File: src/rtl/gpg_pkg.sv
/*
 Package for the eight-pin port group: register indices, field layout,
 sense codes and the carrier structs shared by the port group design.
 Assumes a 32-bit APB with one register per aligned word.
*/
package gpg_pkg;

  // Register indices; byte address is four times the index
  localparam logic [5:0] IDX_DRIVE_ENABLE     = 6'h00;
  localparam logic [5:0] IDX_DRIVE_ENABLE_SET = 6'h01;
  localparam logic [5:0] IDX_DRIVE_ENABLE_CLR = 6'h02;
  localparam logic [5:0] IDX_DRIVE_ENABLE_TGL = 6'h03;
  localparam logic [5:0] IDX_DRIVE_LEVEL      = 6'h04;
  localparam logic [5:0] IDX_DRIVE_LEVEL_SET  = 6'h05;
  localparam logic [5:0] IDX_DRIVE_LEVEL_CLR  = 6'h06;
  localparam logic [5:0] IDX_DRIVE_LEVEL_TGL  = 6'h07;
  localparam logic [5:0] IDX_SAMPLED_LEVEL    = 6'h08;
  localparam logic [5:0] IDX_PIN_EVENT_FLAGS  = 6'h09;
  localparam logic [5:0] IDX_GROUP_CONTROL    = 6'h0a;
  localparam logic [5:0] IDX_CONFIG_TEMPLATE  = 6'h0b;
  localparam logic [5:0] IDX_TEMPLATE_COPY    = 6'h0c;
  localparam logic [5:0] IDX_TEMPLATE_OR      = 6'h0d;
  localparam logic [5:0] IDX_TEMPLATE_ANDNOT  = 6'h0e;
  localparam logic [5:0] IDX_LINE_CONTROL     = 6'h10;
  localparam logic [5:0] IDX_EVENT_SELECT     = 6'h18;
  localparam logic [5:0] IDX_ALIAS_ENABLE     = 6'h20;
  localparam logic [5:0] IDX_ALIAS_LEVEL      = 6'h21;
  localparam logic [5:0] IDX_ALIAS_SAMPLED    = 6'h22;
  localparam logic [5:0] IDX_ALIAS_FLAGS      = 6'h23;

  // Field positions
  localparam int EDGE_RATE_BIT = 0;
  localparam int EVT0_LSB      = 0;
  localparam int EVT1_LSB      = 4;

  // Reset values and writable-bit masks
  localparam logic [7:0] BYTE_RESET   = 8'h00;
  localparam logic [7:0] LINE_MASK    = 8'hcf;
  localparam logic [7:0] EVT_SEL_MASK = 8'h77;

  // Sense codes
  typedef enum logic [2:0] {
    SENSE_OFF     = 3'h0,
    SENSE_BOTH    = 3'h1,
    SENSE_RISE    = 3'h2,
    SENSE_FALL    = 3'h3,
    SENSE_BUF_OFF = 3'h4,
    SENSE_LOW     = 3'h5
  } gpg_sense_type;

  // Per-pin control byte
  typedef struct packed {
    logic       polarity_flip;
    logic       threshold_select;
    logic [1:0] unused;
    logic       weak_high_enable;
    logic [2:0] sense_config;
  } gpg_line_type;

  // Pad controls, one bit per pin, plus one slew limit bit for the group
  typedef struct packed {
    logic [7:0] drive_en;
    logic [7:0] level;
    logic [7:0] pull_en;
    logic [7:0] ttl_sel;
    logic [7:0] ibuf_en;
    logic       slew_limit;
  } gpg_pad_type;

endpackage

File: src/rtl/gpg_port_group.sv
/*
 Eight-pin general purpose I/O port group with an APB register slave.
 Assumes pads that take the gpg_pad_type controls, a pin_in that may be
 asynchronous to pclk, and a system that links the template of all groups.
*/
`timescale 1ns/100ps
module gpg_port_group
  import gpg_pkg::*;
#(
  parameter int ADDR_W = 12,
  parameter int PINS   = 8
) (
  // APB
  input  wire logic              pclk,
  input  wire logic              presetn,
  input  wire logic              psel,
  input  wire logic              penable,
  input  wire logic              pwrite,
  input  wire logic [ADDR_W-1:0] paddr,
  input  wire logic [31:0]       pwdata,
  output logic [31:0]            prdata,
  output logic                   pready,
  output logic                   pslverr,
  // Pins
  input  wire logic [PINS-1:0]   pin_in,
  output gpg_pad_type            pad,
  // Shared template link
  input  wire logic              tmpl_ext_wr,
  input  wire logic [7:0]        tmpl_ext_data,
  output logic                   tmpl_wr,
  output logic [7:0]             tmpl_data,
  // Requests and events
  output logic                   port_irq,
  output logic                   wake_req,
  output logic [1:0]             level_event
);

  logic [7:0]   drive_enable_reg;
  logic [7:0]   drive_level_reg;
  logic [7:0]   sampled_level_reg;
  logic [7:0]   sync_first_reg;
  logic [7:0]   sampled_prev_reg;
  logic [7:0]   pin_event_flags_reg;
  logic [7:0]   group_control_reg;
  logic [7:0]   config_template_reg;
  logic [7:0]   event_select_reg;
  gpg_line_type line_reg [8];
  logic [31:0]  prdata_reg;
  logic         pslverr_reg;

  logic         setup;
  logic         wr;
  logic [5:0]   idx;
  logic [7:0]   wb;
  logic [7:0]   polarity;
  logic [7:0]   ibuf_on;
  logic [7:0]   sense_on;
  logic [7:0]   internal;
  logic [7:0]   hit;
  logic [7:0]   rd_byte;
  logic [7:0]   pull_on;
  logic [7:0]   ttl_on;

  function automatic logic is_mapped(input logic [5:0] i);
    is_mapped = (i <= IDX_TEMPLATE_ANDNOT) ||
                (i >= IDX_LINE_CONTROL && i <= IDX_EVENT_SELECT) ||
                (i >= IDX_ALIAS_ENABLE && i <= IDX_ALIAS_FLAGS);
  endfunction

  function automatic logic wr_to(input logic [5:0] i, input logic [5:0] a,
                                input logic [5:0] b);
    wr_to = (i == a) || (i == b);
  endfunction

  assign setup  = psel && !penable;
  assign wr     = psel && penable && pwrite;
  assign idx    = paddr[7:2];
  assign wb     = pwdata[7:0];
  assign pready = psel && penable;
  assign prdata = prdata_reg;
  assign pslverr = pslverr_reg && psel && penable;

  // Per-pin decode of line control
  always_comb begin
    for (int n = 0; n < 8; n++) begin
      polarity[n] = line_reg[n].polarity_flip;
      ibuf_on[n]  = line_reg[n].sense_config != SENSE_BUF_OFF;
      sense_on[n] = line_reg[n].sense_config != SENSE_OFF &&
                    line_reg[n].sense_config != SENSE_BUF_OFF;
      pull_on[n] = line_reg[n].weak_high_enable &&
                   !drive_enable_reg[n];
      ttl_on[n]  = line_reg[n].threshold_select;
    end
  end

  // Pad side; the pad threshold governs every consumer of pin_in
  assign internal       = pin_in[7:0] ^ polarity;
  assign pad.drive_en   = drive_enable_reg;
  assign pad.level      = drive_level_reg ^ polarity;
  assign pad.ibuf_en    = ibuf_on;
  assign pad.pull_en    = pull_on;
  assign pad.ttl_sel    = ttl_on;
  assign pad.slew_limit = group_control_reg[EDGE_RATE_BIT];

  // Template link; a local write strobes tmpl_wr, but tmpl_data still carries the template held before that write
  assign tmpl_wr   = wr && idx == IDX_CONFIG_TEMPLATE;
  assign tmpl_data = config_template_reg;

  // Sense decision per pin, from the synchronised stream
  always_comb begin
    hit = 8'h00;
    for (int n = 0; n < 8; n++) begin
      unique case (line_reg[n].sense_config)
        SENSE_BOTH: hit[n] = sampled_level_reg[n] ^ sampled_prev_reg[n];
        SENSE_RISE: hit[n] = sampled_level_reg[n] & ~sampled_prev_reg[n];
        SENSE_FALL: hit[n] = ~sampled_level_reg[n] & sampled_prev_reg[n];
        SENSE_LOW:  hit[n] = ~sampled_level_reg[n];
        default:    hit[n] = 1'b0;
      endcase
    end
  end

  // Clock-free path: pin differs from its last sample, or sits low
  always_comb begin
    wake_req = 1'b0;
    for (int n = 0; n < 8; n++) begin
      if (sense_on[n] && (line_reg[n].sense_config == SENSE_LOW ?
          !internal[n] : internal[n] != sampled_level_reg[n])) begin
        wake_req = 1'b1;
      end
    end
  end

  assign port_irq = |(pin_event_flags_reg & sense_on);

  // Event outputs follow the pin directly, zero while buffer is off
  assign level_event[0] =
    ibuf_on[event_select_reg[EVT0_LSB +: 3]] &&
    internal[event_select_reg[EVT0_LSB +: 3]];
  assign level_event[1] =
    ibuf_on[event_select_reg[EVT1_LSB +: 3]] &&
    internal[event_select_reg[EVT1_LSB +: 3]];

  // Direction
  always_ff @(posedge pclk or negedge presetn) begin
    if (!presetn) begin
      drive_enable_reg <= BYTE_RESET;
    end else if (wr) begin
      if (wr_to(idx, IDX_DRIVE_ENABLE, IDX_ALIAS_ENABLE)) begin
        drive_enable_reg <= wb;
      end else if (idx == IDX_DRIVE_ENABLE_SET) begin
        drive_enable_reg <= drive_enable_reg | wb;
      end else if (idx == IDX_DRIVE_ENABLE_CLR) begin
        drive_enable_reg <= drive_enable_reg & ~wb;
      end else if (idx == IDX_DRIVE_ENABLE_TGL) begin
        drive_enable_reg <= drive_enable_reg ^ wb;
      end
    end
  end

  // Output level
  always_ff @(posedge pclk or negedge presetn) begin
    if (!presetn) begin
      drive_level_reg <= BYTE_RESET;
    end else if (wr) begin
      if (wr_to(idx, IDX_DRIVE_LEVEL, IDX_ALIAS_LEVEL)) begin
        drive_level_reg <= wb;
      end else if (idx == IDX_DRIVE_LEVEL_SET) begin
        drive_level_reg <= drive_level_reg | wb;
      end else if (idx == IDX_DRIVE_LEVEL_CLR) begin
        drive_level_reg <= drive_level_reg & ~wb;
      end else if (idx == IDX_DRIVE_LEVEL_TGL ||
                   wr_to(idx, IDX_SAMPLED_LEVEL, IDX_ALIAS_SAMPLED)) begin
        drive_level_reg <= drive_level_reg ^ wb;
      end
    end
  end

  // Input synchroniser; a frozen pin holds both stages
  always_ff @(posedge pclk or negedge presetn) begin
    if (!presetn) begin
      sync_first_reg    <= BYTE_RESET;
      sampled_level_reg <= BYTE_RESET;
      sampled_prev_reg  <= BYTE_RESET;
    end else begin
      for (int n = 0; n < 8; n++) begin
        if (ibuf_on[n]) begin
          sync_first_reg[n]    <= internal[n];
          sampled_level_reg[n] <= sync_first_reg[n];
          sampled_prev_reg[n]  <= sampled_level_reg[n];
        end
      end
    end
  end

  // Event flags; a new hit wins over a clear in the same cycle
  always_ff @(posedge pclk or negedge presetn) begin
    if (!presetn) begin
      pin_event_flags_reg <= BYTE_RESET;
    end else if (wr && wr_to(idx, IDX_PIN_EVENT_FLAGS, IDX_ALIAS_FLAGS)) begin
      pin_event_flags_reg <= (pin_event_flags_reg & ~wb) | hit;
    end else begin
      pin_event_flags_reg <= pin_event_flags_reg | hit;
    end
  end

  // Group control and event selection
  always_ff @(posedge pclk or negedge presetn) begin
    if (!presetn) begin
      group_control_reg <= BYTE_RESET;
      event_select_reg  <= BYTE_RESET;
    end else if (wr) begin
      if (idx == IDX_GROUP_CONTROL) begin
        group_control_reg <= wb & 8'h01;
      end
      if (idx == IDX_EVENT_SELECT) begin
        event_select_reg <= wb & EVT_SEL_MASK;
      end
    end
  end

  // Shared template; either a local or a mirrored write loads it
  always_ff @(posedge pclk or negedge presetn) begin
    if (!presetn) begin
      config_template_reg <= BYTE_RESET;
    end else if (tmpl_wr) begin
      config_template_reg <= wb & LINE_MASK;
    end else if (tmpl_ext_wr) begin
      config_template_reg <= tmpl_ext_data & LINE_MASK;
    end
  end

  // Line controls: direct writes and template strobes
  always_ff @(posedge pclk or negedge presetn) begin
    if (!presetn) begin
      for (int n = 0; n < 8; n++) begin
        line_reg[n] <= gpg_line_type'(BYTE_RESET);
      end
    end else if (wr) begin
      for (int n = 0; n < 8; n++) begin
        if (idx == IDX_LINE_CONTROL + 6'(n)) begin
          line_reg[n] <= gpg_line_type'(wb & LINE_MASK);
        end else if (idx == IDX_TEMPLATE_COPY && wb[n]) begin
          line_reg[n] <= gpg_line_type'(config_template_reg);
        end else if (idx == IDX_TEMPLATE_OR && wb[n]) begin
          line_reg[n] <= gpg_line_type'(line_reg[n] |
                                        config_template_reg);
        end else if (idx == IDX_TEMPLATE_ANDNOT && wb[n]) begin
          line_reg[n] <= gpg_line_type'(line_reg[n] &
                                        ~config_template_reg);
        end
      end
    end
  end

  // Read mux
  always_comb begin
    rd_byte = 8'h00;
    unique case (idx)
      IDX_DRIVE_ENABLE, IDX_ALIAS_ENABLE: rd_byte = drive_enable_reg;
      IDX_DRIVE_LEVEL, IDX_ALIAS_LEVEL:   rd_byte = drive_level_reg;
      IDX_SAMPLED_LEVEL, IDX_ALIAS_SAMPLED: rd_byte = sampled_level_reg;
      IDX_PIN_EVENT_FLAGS, IDX_ALIAS_FLAGS: rd_byte = pin_event_flags_reg;
      IDX_GROUP_CONTROL:   rd_byte = group_control_reg;
      IDX_CONFIG_TEMPLATE: rd_byte = config_template_reg;
      IDX_EVENT_SELECT:    rd_byte = event_select_reg;
      default: begin
        if (idx >= IDX_LINE_CONTROL && idx < IDX_EVENT_SELECT) begin
          rd_byte = line_reg[idx[2:0]];
        end
      end
    endcase
  end

  // Read data captured in setup so the access phase needs no wait
  always_ff @(posedge pclk or negedge presetn) begin
    if (!presetn) begin
      prdata_reg  <= 32'h0;
      pslverr_reg <= 1'b0;
    end else if (setup) begin
      prdata_reg  <= {24'h0, rd_byte};
      pslverr_reg <= !is_mapped(idx) || paddr[1:0] != 2'h0 ||
                     paddr[ADDR_W-1:8] != '0;
    end
  end

  a_enable_set: assert property (@(posedge pclk) disable iff (!presetn)
    wr && idx == IDX_DRIVE_ENABLE_SET |=>
    drive_enable_reg == ($past(drive_enable_reg) | $past(wb)))
    else $error("enable set strobe wrong");
  a_enable_tgl: assert property (@(posedge pclk) disable iff (!presetn)
    wr && idx == IDX_DRIVE_ENABLE_TGL |=>
    drive_enable_reg == ($past(drive_enable_reg) ^ $past(wb)))
    else $error("enable toggle wrong");
  a_level_clr: assert property (@(posedge pclk) disable iff (!presetn)
    wr && idx == IDX_DRIVE_LEVEL_CLR |=>
    (drive_level_reg & $past(wb)) == 8'h00)
    else $error("level clear left a bit set");
  a_sampled_tgl: assert property (@(posedge pclk) disable iff (!presetn)
    wr && idx == IDX_SAMPLED_LEVEL |=>
    drive_level_reg == ($past(drive_level_reg) ^ $past(wb)))
    else $error("sampled write did not toggle level");
  a_sync_delay: assert property (@(posedge pclk) disable iff (!presetn)
    ibuf_on[0] [*3] |-> sampled_level_reg[0] == $past(internal[0], 2))
    else $error("sampled level not two cycles behind pin");
  a_buf_freeze: assert property (@(posedge pclk) disable iff (!presetn)
    !ibuf_on[1] |=> $stable(sampled_level_reg[1]))
    else $error("frozen pin sample changed");
  a_pullup_out: assert property (@(posedge pclk) disable iff (!presetn)
    drive_enable_reg[2] |-> !pad.pull_en[2])
    else $error("pull-up on while driving");
  a_flag_sticky: assert property (@(posedge pclk) disable iff (!presetn)
    hit[3] |=> pin_event_flags_reg[3])
    else $error("sensed event lost");
  a_tmpl_copy: assert property (@(posedge pclk) disable iff (!presetn)
    wr && idx == IDX_TEMPLATE_COPY && wb[4] |=>
    line_reg[4] == $past(config_template_reg))
    else $error("template copy missed");
  a_tmpl_or: assert property (@(posedge pclk) disable iff (!presetn)
    wr && idx == IDX_TEMPLATE_OR && wb[5] |=>
    line_reg[5] == ($past(line_reg[5]) | $past(config_template_reg)))
    else $error("template or wrong");
  a_out_invert: assert property (@(posedge pclk) disable iff (!presetn)
    pad.level[6] == (drive_level_reg[6] ^ line_reg[6].polarity_flip))
    else $error("output polarity wrong");
  a_event_zero: assert property (@(posedge pclk) disable iff (!presetn)
    !ibuf_on[event_select_reg[2:0]] |-> !level_event[0])
    else $error("event high with buffer off");
  a_enable_clr: assert property (@(posedge pclk) disable iff (!presetn)
    wr && idx == IDX_DRIVE_ENABLE_CLR |=>
    drive_enable_reg == ($past(drive_enable_reg) & ~$past(wb)))
    else $error("enable clear strobe wrong");
  a_level_set: assert property (@(posedge pclk) disable iff (!presetn)
    wr && idx == IDX_DRIVE_LEVEL_SET |=>
    drive_level_reg == ($past(drive_level_reg) | $past(wb)))
    else $error("level set strobe wrong");
  a_tmpl_andnot: assert property (@(posedge pclk) disable iff (!presetn)
    wr && idx == IDX_TEMPLATE_ANDNOT && wb[0] |=>
    line_reg[0] == ($past(line_reg[0]) & ~$past(config_template_reg)))
    else $error("template and-not wrong");
  a_flag_clear: assert property (@(posedge pclk) disable iff (!presetn)
    wr && idx == IDX_PIN_EVENT_FLAGS && wb[3] && !hit[3] |=>
    !pin_event_flags_reg[3])
    else $error("flag clear ignored");
  a_wake_low: assert property (@(posedge pclk) disable iff (!presetn)
    line_reg[3].sense_config == SENSE_LOW && !internal[3] |-> wake_req)
    else $error("low level gave no wake request");

endmodule

File: config.mk
export PLATFORM = sky130hd
export DESIGN_NAME = gpg_port_group
export DESIGN_NICKNAME = d
export VERILOG_FILES = /design/src/rtl/gpg_pkg.sv /design/src/rtl/gpg_port_group.sv
export SDC_FILE = /design/constraint.sdc
export NUM_CORES = 1
export LEC_CHECK = 0
export BUFFER_PORTS_ARGS = -buffer_cell sky130_fd_sc_hd__buf_2
export CORE_MARGIN = 2
export CORE_UTILIZATION = 52
export CTS_CLUSTER_SIZE = 14
export DETAILED_ROUTE_END_ITERATION = 10
export MAX_ROUTING_LAYER = met4
export PLACE_DENSITY = 0.79
export REMOVE_ABC_BUFFERS = 1
export SYNTH_ARGS = -nofsm -noshare
export SYNTH_HDL_FRONTEND = slang
export SYNTH_SLANG_ARGS = --single-unit
File: constraint.sdc
create_clock -name pclk -period 1.9 [get_ports pclk]
set_clock_uncertainty 0.1 [all_clocks]
set_input_delay 0.19 -clock pclk [delete_from_list [all_inputs] [get_ports pclk]]
set_output_delay 0.19 -clock pclk [all_outputs]
set_load 0.005 [all_outputs]
* After elaboration in Yosys (flattened, before gate mapping)
Cells that the tools add are included.
** Cells by class
- Multiplexer cells :: 80
- Div/mod/pow operators :: 0
- Shifts and indexed selects :: 0
- Bitwise logic cells :: 71
- Reductions and logical operators :: 126
- Order comparisons :: 9
- Equality and inequality tests :: 75
- $add $sub $neg :: 0
- Multipliers :: 0
** Operators with widths (number)
- 8-bit two-way mux :: 46
- 8-bit bitwise AND :: 12
- 8-bit OR :: 12
- 1-bit logical AND :: 60
- 8-bit case mux with 7 select lines :: 1
- 6-bit by 5-bit == test with 1-bit output, second input constant :: 9
- 3-bit by 2-bit == test with 1-bit output, second input constant :: 16
- 4-bit nonzero test :: 11
- 6-bit by 4-bit == test with 1-bit output, second input constant :: 7
- 1-bit case mux with 4 select lines :: 8
- 8-bit XOR :: 4
- 8-bit binary-select mux with 3-bit select :: 1
- 3-bit by 1-bit == test with 1-bit output, second input constant :: 8
- 3-bit == test, second input constant :: 8
- 6-bit by 3-bit == test with 1-bit output, second input constant :: 4
- 6-bit == test, second input constant :: 4
- 3-bit inequality test, second input constant :: 8
- 2-bit AND reduction :: 12
- 3-bit nonzero test :: 8
- 1-bit two-way mux :: 20
- 1-bit zero test :: 18
- 1-bit bitwise AND :: 16
- 1-bit inverter :: 16
- 8-bit inverter :: 2
- 19 further kinds :: 50
** Word-level totals
- Word-level logic and storage cells :: 433
- Input port bits :: 66
- Bits in writable memories :: 0
- Bits in latches :: 0
- Output and inout bits :: 88
- Flip-flop bits (word level) :: 136
- Memories kept :: 0
- Memory bits (read-only) :: 0

* Longest topological paths before layout
Gate-level depths: netlist of run 1.
- Depth in word-level cells :: 12
- Gate-level depth with buffers :: 8
- Depth with buffers taken out :: 6

* Worst setup path after synthesis of run 1
No wires, ideal clock.
- Path type :: in2reg
- Start point :: input port paddr[3]
- End point :: register line_reg[48] in the netlist's numbering
- Data required time :: 1.672 ns
- Buffers on the path :: 1
- Setup slack :: -0.100 ns
- Library setup time :: 0.128 ns
- Cell stages on the path :: 6
- Arrival time :: 1.772 ns
- Path through :: buf_2 -> or4b_4 -> nor3b_4 -> a21o_2 -> o21ai_0 -> mux2_1
** Between the ends
- Word-level cells in the longest chain between the ends :: 5
- Elaborated cells between the ends (all ways) :: 12
- Those cells by class :: eq/ne (4); mux (3); reduce/logical (5)
** Ends and longest elaborated chain
- start, declared :: line gpg_port_group.sv:19 : input wire logic [ADDR_W-1:0] paddr,
- 6-bit by 4-bit == test with 1-bit output :: line gpg_port_group.sv:245 : end else if (idx == IDX_TEMPLATE_OR && wb[n]) begin
- 1-bit logical AND :: line gpg_port_group.sv:245
- 8-bit two-way mux :: line gpg_port_group.sv:245
- 8-bit two-way mux :: line gpg_port_group.sv:243 : end else if (idx == IDX_TEMPLATE_COPY && wb[n]) begin
- 8-bit two-way mux :: line gpg_port_group.sv:241 : if (idx == IDX_LINE_CONTROL + 6'(n)) begin
- end signal, assigned by index :: line gpg_port_group.sv:242 : line_reg[n] <= gpg_line_type'(wb & LINE_MASK);
- end signal, assigned by index :: line gpg_port_group.sv:244 : line_reg[n] <= gpg_line_type'(config_template_reg);
- end signal, assigned by index :: line gpg_port_group.sv:246 : line_reg[n] <= gpg_line_type'(line_reg[n] |
- end, declared :: line gpg_port_group.sv:47 : gpg_line_type line_reg [8];
Parallel ways exist; a longest one is shown, timed or not.
A chain may end at the register's enable or synchronous reset.

* Final worst setup path of run 1
- Start point :: register line_reg[63] in the netlist's numbering
- End point :: output port wake_req
** Between the ends
- Word-level cells in the longest chain between the ends :: 12
- Elaborated cells between the ends (all ways) :: 13
- Those cells by class :: eq/ne (1); mux (9); bitwise (1); reduce/logical (2)
** Ends and longest elaborated chain
- start signal, assigned by index :: line gpg_port_group.sv:237 : line_reg[n] <= gpg_line_type'(BYTE_RESET);
- start signal, assigned by index :: line gpg_port_group.sv:242
- start signal, assigned by index :: line gpg_port_group.sv:244
- 8-bit XOR (*) :: line gpg_port_group.sv:97 : assign internal = pin_in[7:0] ^ polarity;
- 1-bit inequality test / 1-bit zero test (equally long branches) :: line gpg_port_group.sv:128 : !internal[n] : internal[n] != sampled_level_reg[n])) begin
- 1-bit two-way mux (*) :: line gpg_port_group.sv:127 : if (sense_on[n] && (line_reg[n].sense_config == SENSE_LOW ?
- 1-bit logical AND (*) :: line gpg_port_group.sv:127
- 1-bit two-way mux (*) (8 in series) :: line gpg_port_group.sv:127
- end, declared :: line gpg_port_group.sv:34 : output logic wake_req,
Every way passes the cells marked *; elsewhere a longest branch is shown, timed or not.

==> impl_metrics.toml, run 1 <==
[status]
status = "finished, violations left"
violations = "setup timing"

[final_layout]
final_nets = 1312
drive_gt1_share_pct = 30.55
largest_reg_flops = 40
fin_cells = 1431
fillers = 1347
fin_area_mm2 = 0.01130
syn_to_final_growth_pct = 27.87
regArea_mm2 = 0.002953
num_antenna_cells = 0
multi_input_area_mm2 = 0.005388

[worst_setup_path]
cp_cell_sequence = "xor2_2 -> o21ai_1 -> o21ai_1 -> o22ai_2 -> or4_4 -> buf_6"
critPathMaxFanout = 4
timing.rr.end = "prdata[0]"
critical_path.max_stage_delay_ns = 0.50
r2r-start = "line_reg[40]"
critPathLaunchType = "flop"
r2r_setup_slack_ns = 0.08
reg2regPathDepth = 6
crit_slowest_cell = "or4_4"
crit_top_cell = "o21ai_1"
critPathKind = "reg2out"
worstPathArrival_ns = 2.02
cp-end-kind = "primary output"
required_ns = 1.61

[worst_hold_path]
whs_endpoint = "drive_level_reg[5]"
hp-class = "in2reg"
hp-start = "pwdata[5]"
whs_path_depth = 3

[sta]
hold_viol = 0
finalSetupViolCount = 4
fin_crit_sh_pct = 121.6
slew_headroom_pct = 64.88
max_freq_mhz = 432.7
fin_ws_ns = -0.4112
slew_violations = 0
tightestPinTransition_ns = 0.5213
fin_crit_ns = 2.311
whs_ns = 0.002415
grt_setup_unrepaired = "yes"

[floorplan]
start_util_pct = 53.27
fp.dieH_um = 134.3
num_rows = 47
die-area_mm2 = 0.01805
ios = 154
core_mm2 = 0.01658
dieWidth_um = 134.3

[place]
dp_hpwl_um = 22500
gp_congestion = 1.009
dp.cells = 1384
preCtsSetupSlack_ns = -0.2933
place_area_mm2 = 0.01039
io_buffers = 101

[global_routing]
met2_usage_pct = 53.06
antenna_found_initial = 0
grt.busiest_layer = "met2"
grt_pass1_vias = 8335
grtUsageMet1_pct = 46.97
grt_overflow = 0
grt_max_degree = 63
grt_usage_pct = 35.20
grt_pass1_wl_um = 47170
use_met3_pct = 7.785

[clocking]
cts_tree = "done"
clkTransAtPathRegs_ns = 0.06
cts_buffers = 17
clk_latency_ns = 0.43
root_buffer = "clkbuf_16"
clk_path_buf_depth = 2
htreeDepth = 4
clock-sinks = 118

[detailed_routing]
via_count = 8644
dr.pass1.iters = 7
wire_per_inst_um = 21.15
routed_via_density = 6.041
drc_errors = 0
routed_wl_um = 30260
drtIter0Drc = 942
drtAntennaViolNets = 0

[yosys]
netlist_area_mm2 = 0.008835
syn_avg_cell_area_um2 = 8.924
netlist.area_leader.share_pct = 33.42
synth_edf_count = 0
ys_seq_area_share_pct = 33.42
yosysTopAreaCell = "dfrtp_1"
synth_flop_cell = "dfrtp_1"
yosys.cell_types.count = 61
synthTopCellsByArea = "dfrtp_1, o21ai_0, ha_1, mux2i_1, mux2_1"
synth-seq-cells = 118
synthTopCellsByCount = "o21ai_0, dfrtp_1, nand2_1"
synthCells = 990
yosysMostFrequentCell = "o21ai_0"
yosys_warnings = 0
async_reset_ff_share_pct = 100.0

[power]
leakage_nw = 5.551
power_density_mw_per_mm2 = 738.1
ir_worst_vdd_v = 0.0006705
power_mw = 8.339

[run]
max_cap_viol_count = 0
[timing repair]
item | in CTS | in global routing
endpoints found under the hold margin | 125 | 0
hold buffers | 9 | 0
buffers inserted | 5 | 2
pin swaps | 9 | 5
resized for setup | 26 | 16
endpoints found under the setup margin | 5 | 8
[kinds of logic after synthesis]
| group | after synthesis | share of synthesized area [%] |
|---|---|---|
| adder cells (fa/ha/maj) | 48 | 6.798 |
| other | 1 | 0.04245 |
| AO/OA/AOI/OAI | 297 | 21.31 |
| multiplexers | 116 | 14.53 |
| AND/OR/NAND/NOR | 237 | 13.65 |
| XOR/XNOR | 20 | 1.983 |
| buffers and inverters | 153 | 8.257 |
| flip-flops | 118 | 33.42 |
[metrics by stage]
step                      TNS [ns]  util [%]
after floorplan             -12.97         -
after global placement      -12.05     62.63
after detailed placement    -14.90     62.63
after CTS                   -1.303     67.73
after global routing        -1.546     68.12
final                       -1.294     68.12
[layout by cell type (no fill, tap or decap), drive strengths merged, types with 5 or more instances in the layout]
cell and n:
a22o 39, dfrtp 118, clkbuf 17, and3 17, buf 254, nor2b 18, mux2i 45, a21o 10
a22oi 19, nor3b 6, nand3 14, ha 48, nand2 84, o21ai 133, conb 26, o21a 9
a221o 8, and2 9, nand2b 5, inv 56, a21oi 34, mux2 68, a211oi 5, dlygate4sd3 9
clkinvlp 5, a31oi 22, nor2 54, xor2 18
[cell type report]
class,instances,area share (%)
clock buffers,17,3.766
well taps,220,2.437
flip-flops and latches,118,26.14
clock inverters,15,1.794
repair buffers,263,16.38
inverters,54,1.794
multi-input cells,744,47.69
[metal layers]
| layer | part of all wire (%) | up-vias |
|---|---|---|
| met3 | 10 | 66 |
| li1 | - | 3904 |
| met5 | 0 | - |
| met2 | 46 | 558 |
| met1 | 41 | 4116 |
| met4 | 3.1 | 0 |
[critical path: cells and delay by family (launching register included)]
kind | cells | cell delay (ns)
flip-flops | 1 | 0.41
AND/OR/NAND/NOR | 1 | 0.50
AO/OA/AOI/OAI | 3 | 0.35
buffers and inverters | 1 | 0.13
XOR/XNOR | 1 | 0.20
[worst max path at each step]
stage | start | endpoint | slack, ns | cells after the start
6_report | line_reg[63] | wake_req | -0.41 | 6
5_1_grt | line_reg[25] | wake_req | -0.50 | 6
4_1_cts | line_reg[42] | level_event[0] | -0.43 | 6
3_5_place_dp | paddr[6] | line_reg[17] | -0.29 | 7
3_3_place_gp | paddr[6] | line_reg[0] | -0.25 | 7
2_1_floorplan | paddr[3] | prdata[4] | -0.96 | 4
[power breakdown]
part	internal (mW)	leakage (nW)	switching [mW]
clock network	2.20	0.292	1.29
logic	0.816	3.81	0.971
registers	2.74	1.45	0.324
(Power assumes the default switching activity.)
==> run 2: changes to the inputs <==
Settings changed: ABC_AREA from default to 1, CORE_UTILIZATION 52 to 55, CTS_BUF_LIST from default to sky130_fd_sc_hd__clkbuf_4.
Clock period 1.9 ns to 2.27 ns, I/O delays scaled along.
==> run 2 against run 1 <==
Net effect:
- largest cell class unchanged
- critical path type is now reg2reg
- via count up 27%
- routed wire length up 17%
- clock-buffer cell count up 1
- the flow still finishes with violations (setup timing)
- clock power down 52%
- sequential power down 22%
- register-to-register slack worse by 0.24 ns
- cell count up 36%
- combinational power down 31%
- setup slack better by 0.25 ns
- synthesized cell count up 53%
- largest power group is now sequential cells
==> impl_metrics.toml, run 2 <==
[status]
status = "finished, violations left"
violations = "setup timing"

[worst_hold_path]
whs_endpoint = "sync_first_reg[6]"
hp-start = "pin_in[6]"
hp-class = "in2reg"
whs_path_depth = 5

[final_layout]
fin_cells = 1951
final_cell_mix = "nand2_1, nand3_1, inv_1"
syn_to_final_growth_pct = 20.44
fillers = 1557
largest_reg_flops = 40
multi_input_area_mm2 = 0.005854
regArea_mm2 = 0.002975
drive_gt1_share_pct = 19.34
fin_util_pct = 67.06
final_nets = 1823
fin_area_mm2 = 0.01148
mostFrequentLayoutCell = "nand2_1"

[place]
gp_congestion = 0.9776
io_buffers = 101
place_area_mm2 = 0.01042
preCtsSetupSlack_ns = 0.07503
dp.cells = 1855
dp_hpwl_um = 25180

[worst_setup_path]
cp-end-kind = "flop"
critPathKind = "reg2reg"
required_ns = 2.64
critPathLaunchType = "flop"
r2r_setup_slack_ns = -0.16
timing.rr.end = "pin_event_flags_reg[7]"
critPathMaxFanout = 5
worstPathArrival_ns = 2.81
reg2regPathDepth = 13
r2r-start = "line_reg[0]"

[yosys]
yosysTopAreaCell = "dfrtp_1"
synth_compound_area_share_pct = 7.785
synthCells = 1516
synth-seq-cells = 118
synth_top_family_by_area = "simple AND/OR/NAND/NOR gates"
syn_avg_cell_area_um2 = 6.287
synth_edf_count = 0
ys_seq_area_share_pct = 30.98
netlist_area_mm2 = 0.009530
async_reset_ff_share_pct = 100.0
yosys_warnings = 0
synth_simple_gate_area_share_pct = 42.37
synth_xor_area_share_pct = 1.746
synth-adder-area-share_pct = 6.302
synthTopCellsByCount = "nand2_1, nand3_1, inv_1"
yosys.cell_types.count = 40
synthMuxAreaShare_pct = 0
synthTopCellsByArea = "dfrtp_1, nand2_1, nand3_1, ha_1, inv_1"
synth_flop_cell = "dfrtp_1"
yosysMostFrequentCell = "nand2_1"
netlist.area_leader.share_pct = 30.98

[sta]
slew_headroom_pct = 53.49
slew_violations = 0
grt_setup_unrepaired = "yes"
tightestPinTransition_ns = 0.6977
finalSetupViolCount = 5
fin_crit_ns = 2.435
fin_ws_ns = -0.1648
hold_viol = 0
max_freq_mhz = 410.7
fin_crit_sh_pct = 107.3

[power]
power_mw = 5.302
ir_worst_vdd_v = 0.0002803
leakage_nw = 6.478
power_density_mw_per_mm2 = 461.9

[clocking]
cts_buffers = 17
cts_tree = "done"
clock-sinks = 118
root_buffer = "clkbuf_4"
clkTransAtPathRegs_ns = 0.12
clk_latency_ns = 0.60
htreeDepth = 4
clk_path_buf_depth = 2

[global_routing]
grt_pass1_wl_um = 53700
grt_pass1_vias = 9846
grt_usage_pct = 39.80
antenna_found_initial = 4
grt_max_degree = 119
grt_overflow = 0

[floorplan]
core_mm2 = 0.01712
ios = 154
num_rows = 48
dieWidth_um = 135.6
fp.dieH_um = 135.6
start_util_pct = 55.68
die-area_mm2 = 0.01840

[detailed_routing]
drc_errors = 0
drtIter0Drc = 1452
routed_via_density = 5.641
routed_wl_um = 35280
via_count = 11010
drtAntennaViolNets = 0
wire_per_inst_um = 18.09
dr.pass1.iters = 6

[run]
max_cap_viol_count = 0
## run 2: cell families (layout without fill, tap and decap cells)
| logic type | after synthesis | count (layout) |
|---|---|---|
| flops | 118 | 118 |
| other cells | 1 | 30 |
| buf+inv | 219 | 400 |
| fa+ha+maj | 48 | 48 |
| simple gates | 988 | 988 |
| xor+xnor | 19 | 19 |
| compound gates | 123 | 123 |
## run 2: how the worst max path moves through the flow
stage,startpoint,to,cells past startpoint
2_1_floorplan,psel,tmpl_data[1],7
3_3_place_gp,paddr[4],line_reg[27],10
3_5_place_dp,paddr[4],line_reg[24],10
4_1_cts,line_reg[33],wake_req,10
5_1_grt,line_reg[39],wake_req,8
6_report,line_reg[0],pin_event_flags_reg[7],13
## run 2: repair_timing
action	CTS	global route
hold buffers	24	0
setup endpoints to repair	4	5
hold endpoints to repair	133	0
gates resized for setup	62	24
buffers inserted	33	7
pin swaps	11	8
cloned	0	0
## run 2: cell type report
| cell class | instances | share of cell area (%) |
|---|---|---|
| timing repair buffer | 220 | 13.08 |
| tap | 225 | 2.453 |
| inverter | 148 | 4.883 |
| sequential | 118 | 25.92 |
| antenna | 4 | 0.08720 |
| clock inverter | 14 | 1.395 |
| clock buffer | 18 | 1.177 |
| multi-input combinational | 1204 | 51.00 |
## run 2: critical path, stage by stage (launching register included)
cell	delay (ns)
dfrtp_2	0.50
inv_2	0.09
nor2_4	0.11
nand2_2	0.08
buf_6	0.13
buf_4	0.12
buf_4	0.13
buf_4	0.13
buf_4	0.12
buf_4	0.12
buf_4	0.12
buf_4	0.13
buf_6	0.11
o211ai_1	0.32
## run 2: routing by layer
metal / track usage, % / vias up / routed length [µm]
li1: - / 5107 / -
met1: 53.11 / 5070 / 13900
met2: 57.35 / 705 / 15250
met3: 7.819 / 124 / 4417
met4: 20.54 / 0 / 1708
met5: - / - / 0
## run 2: metrics by stage
| step | setup TNS (ns) | hold slack (ns) |
|---|---|---|
| floorplan | 0 | -0.1686 |
| global placement | 0 | 0.2882 |
| detailed placement | 0 | 0.2845 |
| CTS | -0.1501 | 0.0003455 |
| global route | -0.6992 | 0.02610 |
| finish | -0.5059 | 0.03115 |
## run 2: power breakdown
part / total [mW] / internal, mW / switching [mW]
Clock: 1.69 / 0.762 / 0.926
Combinational: 1.23 / 0.444 / 0.785
Sequential: 2.39 / 2.22 / 0.164
Total: 5.30 / 3.43 / 1.87
==> run 3: changes to the inputs <==
==> constraint.sdc (replaced) <==
create_clock -name pclk -period 2.27 [get_ports pclk]
set_clock_uncertainty 0.1 [all_clocks]
set_input_delay 0.1135 -clock pclk [delete_from_list [all_inputs] [get_ports pclk]]
set_output_delay 0.1135 -clock pclk [all_outputs]
set_load 0.005 [all_outputs]
==> run 3 against run 2 <==
Net effect:
- the run still ends with setup timing left
- sequential power barely moved
- first-iteration DRC count is 6.7% lower
- setup slack improved by 0.13 ns
- fmax rose by 5.8%
- register-to-register slack gained 0.67 ns
- via count fell by 0.15%
- largest power group unchanged
==> impl_metrics.toml, run 3 (synthesized netlist as in run 2, its figures left out) <==
[sta]
slew_violations = 0
fin_tns_setup_ns = -0.03034
fin_ws_ns = -0.03034
slew_headroom_pct = 59.23
tightestPinTransition_ns = 0.6100
fin_crit_sh_pct = 101.3
finalSetupViolCount = 1
fin_crit_ns = 2.300
max_freq_mhz = 434.7
hold_viol = 0
grt_setup_unrepaired = "yes"

[power]
ir_worst_vdd_v = 0.0004144
leakage_nw = 6.489
power_density_mw_per_mm2 = 475.2
power_mw = 5.441

[worst_setup_path]
critPathLaunchType = "flop"
worstPathArrival_ns = 2.09
cp-end-kind = "primary output"
required_ns = 2.06
critPathMaxFanout = 4
critPathKind = "reg2out"

[global_routing]
grt_usage_pct = 39.78
grt_pass1_vias = 9696
grt_max_degree = 50
grt_overflow = 0
antenna_found_initial = 0
grt_pass1_wl_um = 53500

[run]
max_cap_viol_count = 0

[final_layout]
largest_reg_flops = 40
fin_area_mm2 = 0.01145
syn_to_final_growth_pct = 20.13
final_nets = 1820
final_cell_mix = "nand2_1, nand3_1, inv_1"
num_antenna_cells = 0
drive_gt1_share_pct = 16.81
mostFrequentLayoutCell = "nand2_1"
fin_util_pct = 66.89

[floorplan]
num_rows = 48
fp.dieH_um = 135.6
core_mm2 = 0.01712
die-area_mm2 = 0.01840
dieWidth_um = 135.6
ios = 154
start_util_pct = 55.68

[status]
violations = "setup timing"
status = "finished, violations left"

[detailed_routing]
drtIter0Drc = 1354
drtAntennaViolNets = 0
routed_wl_um = 35490
drc_errors = 0
dr.pass1.iters = 8
via_count = 10990
routed_via_density = 5.653
wire_per_inst_um = 18.26

[clocking]
htreeDepth = 4
clkTransAtPathRegs_ns = 0.12
root_buffer = "clkbuf_4"
cts_tree = "done"
clk_path_buf_depth = 2
clock-sinks = 118
clk_latency_ns = 0.58
cts_buffers = 17

[place]
gp_congestion = 1.037
io_buffers = 101
preCtsSetupSlack_ns = 0.1991
dp_hpwl_um = 25680
place_area_mm2 = 0.01046

[worst_hold_path]
hp-class = "in2reg"
[run 3: cell types whose count changed in the layout (fill, tap and decap cells not counted), moves of 4 or more]
cell,previous run,this run
dfrtp_1,100,105
xor2_1,12,17
diode_2,4,0
dfrtp_2,18,13
dlygate4sd3_1,24,44
buf_4,90,67
xor2_2,6,1
[run 3: critical path, cell delays in order, from the launching register on]
cell and delay, ns:
dfrtp_1 0.47, inv_2 0.09, nand3_2 0.08, nand2_2 0.10, a21oi_2 0.06, o21ai_1 0.10, buf_4 0.17, nand2_4 0.06
nor2_4 0.17, nand2_1 0.08, buf_2 0.13
[run 3: path summary, 6_finish.rpt]
| check | startpoint | endpoint | slack (ns) | cells past startpoint |
|---|---|---|---|---|
| setup reg to reg | tmpl_data[1] | tmpl_data[1] | 0.51 | 4 |
| max in group asynchronous | presetn | sampled_level_reg[5] | 1.25 | 4 |
| hold / removal | paddr[4] | prdata[2] | 0.07 | 6 |
| min in group asynchronous | presetn | sampled_level_reg[1] | 0.50 | 4 |
| hold reg to reg | prdata[7] | prdata[7] | 0.39 | 2 |
| setup / recovery | line_reg[33] | wake_req | -0.03 | 10 |
[run 3: layout make-up]
class	count	area, µm²
Sequential cell	118	2969
Multi-Input combinational cell	1204	5761
Inverter	148	560.5
Clock buffer	18	135.1
Fill cell	1573	5668
Clock inverter	14	183.9
Timing Repair Buffer	217	1558
Tap cell	225	281.5
[run 3: per-layer routing]
metal | part of all wire, % | up-vias | track usage [%]
met1 | 41 | 5082 | 52.54
met4 | 4.1 | 0 | 17.53
met3 | 11 | 119 | 8.605
met5 | 0 | - | -
li1 | - | 5101 | -
met2 | 44 | 687 | 58.87
[run 3: through the flow]
step	hold WS, ns	cells
finish	0.06780	1944
global route	0.09583	1944
CTS	0.01511	1936
detailed placement	-0.01003	1857
global placement	-0.01539	1857
floorplan	-0.2821	1470
[run 3: repair_timing]
item	in CTS	in global routing
pin swaps	1	8
endpoints found under the setup margin	4	10
resized for setup	18	38
buffers inserted	2	8
hold endpoints to repair	168	0
hold buffers	45	0
[run 3: report_power, final]
part	internal, mW	switching, mW
clock	0.876	0.920
combinational	0.471	0.789
sequential	2.22	0.165
total	3.57	1.87
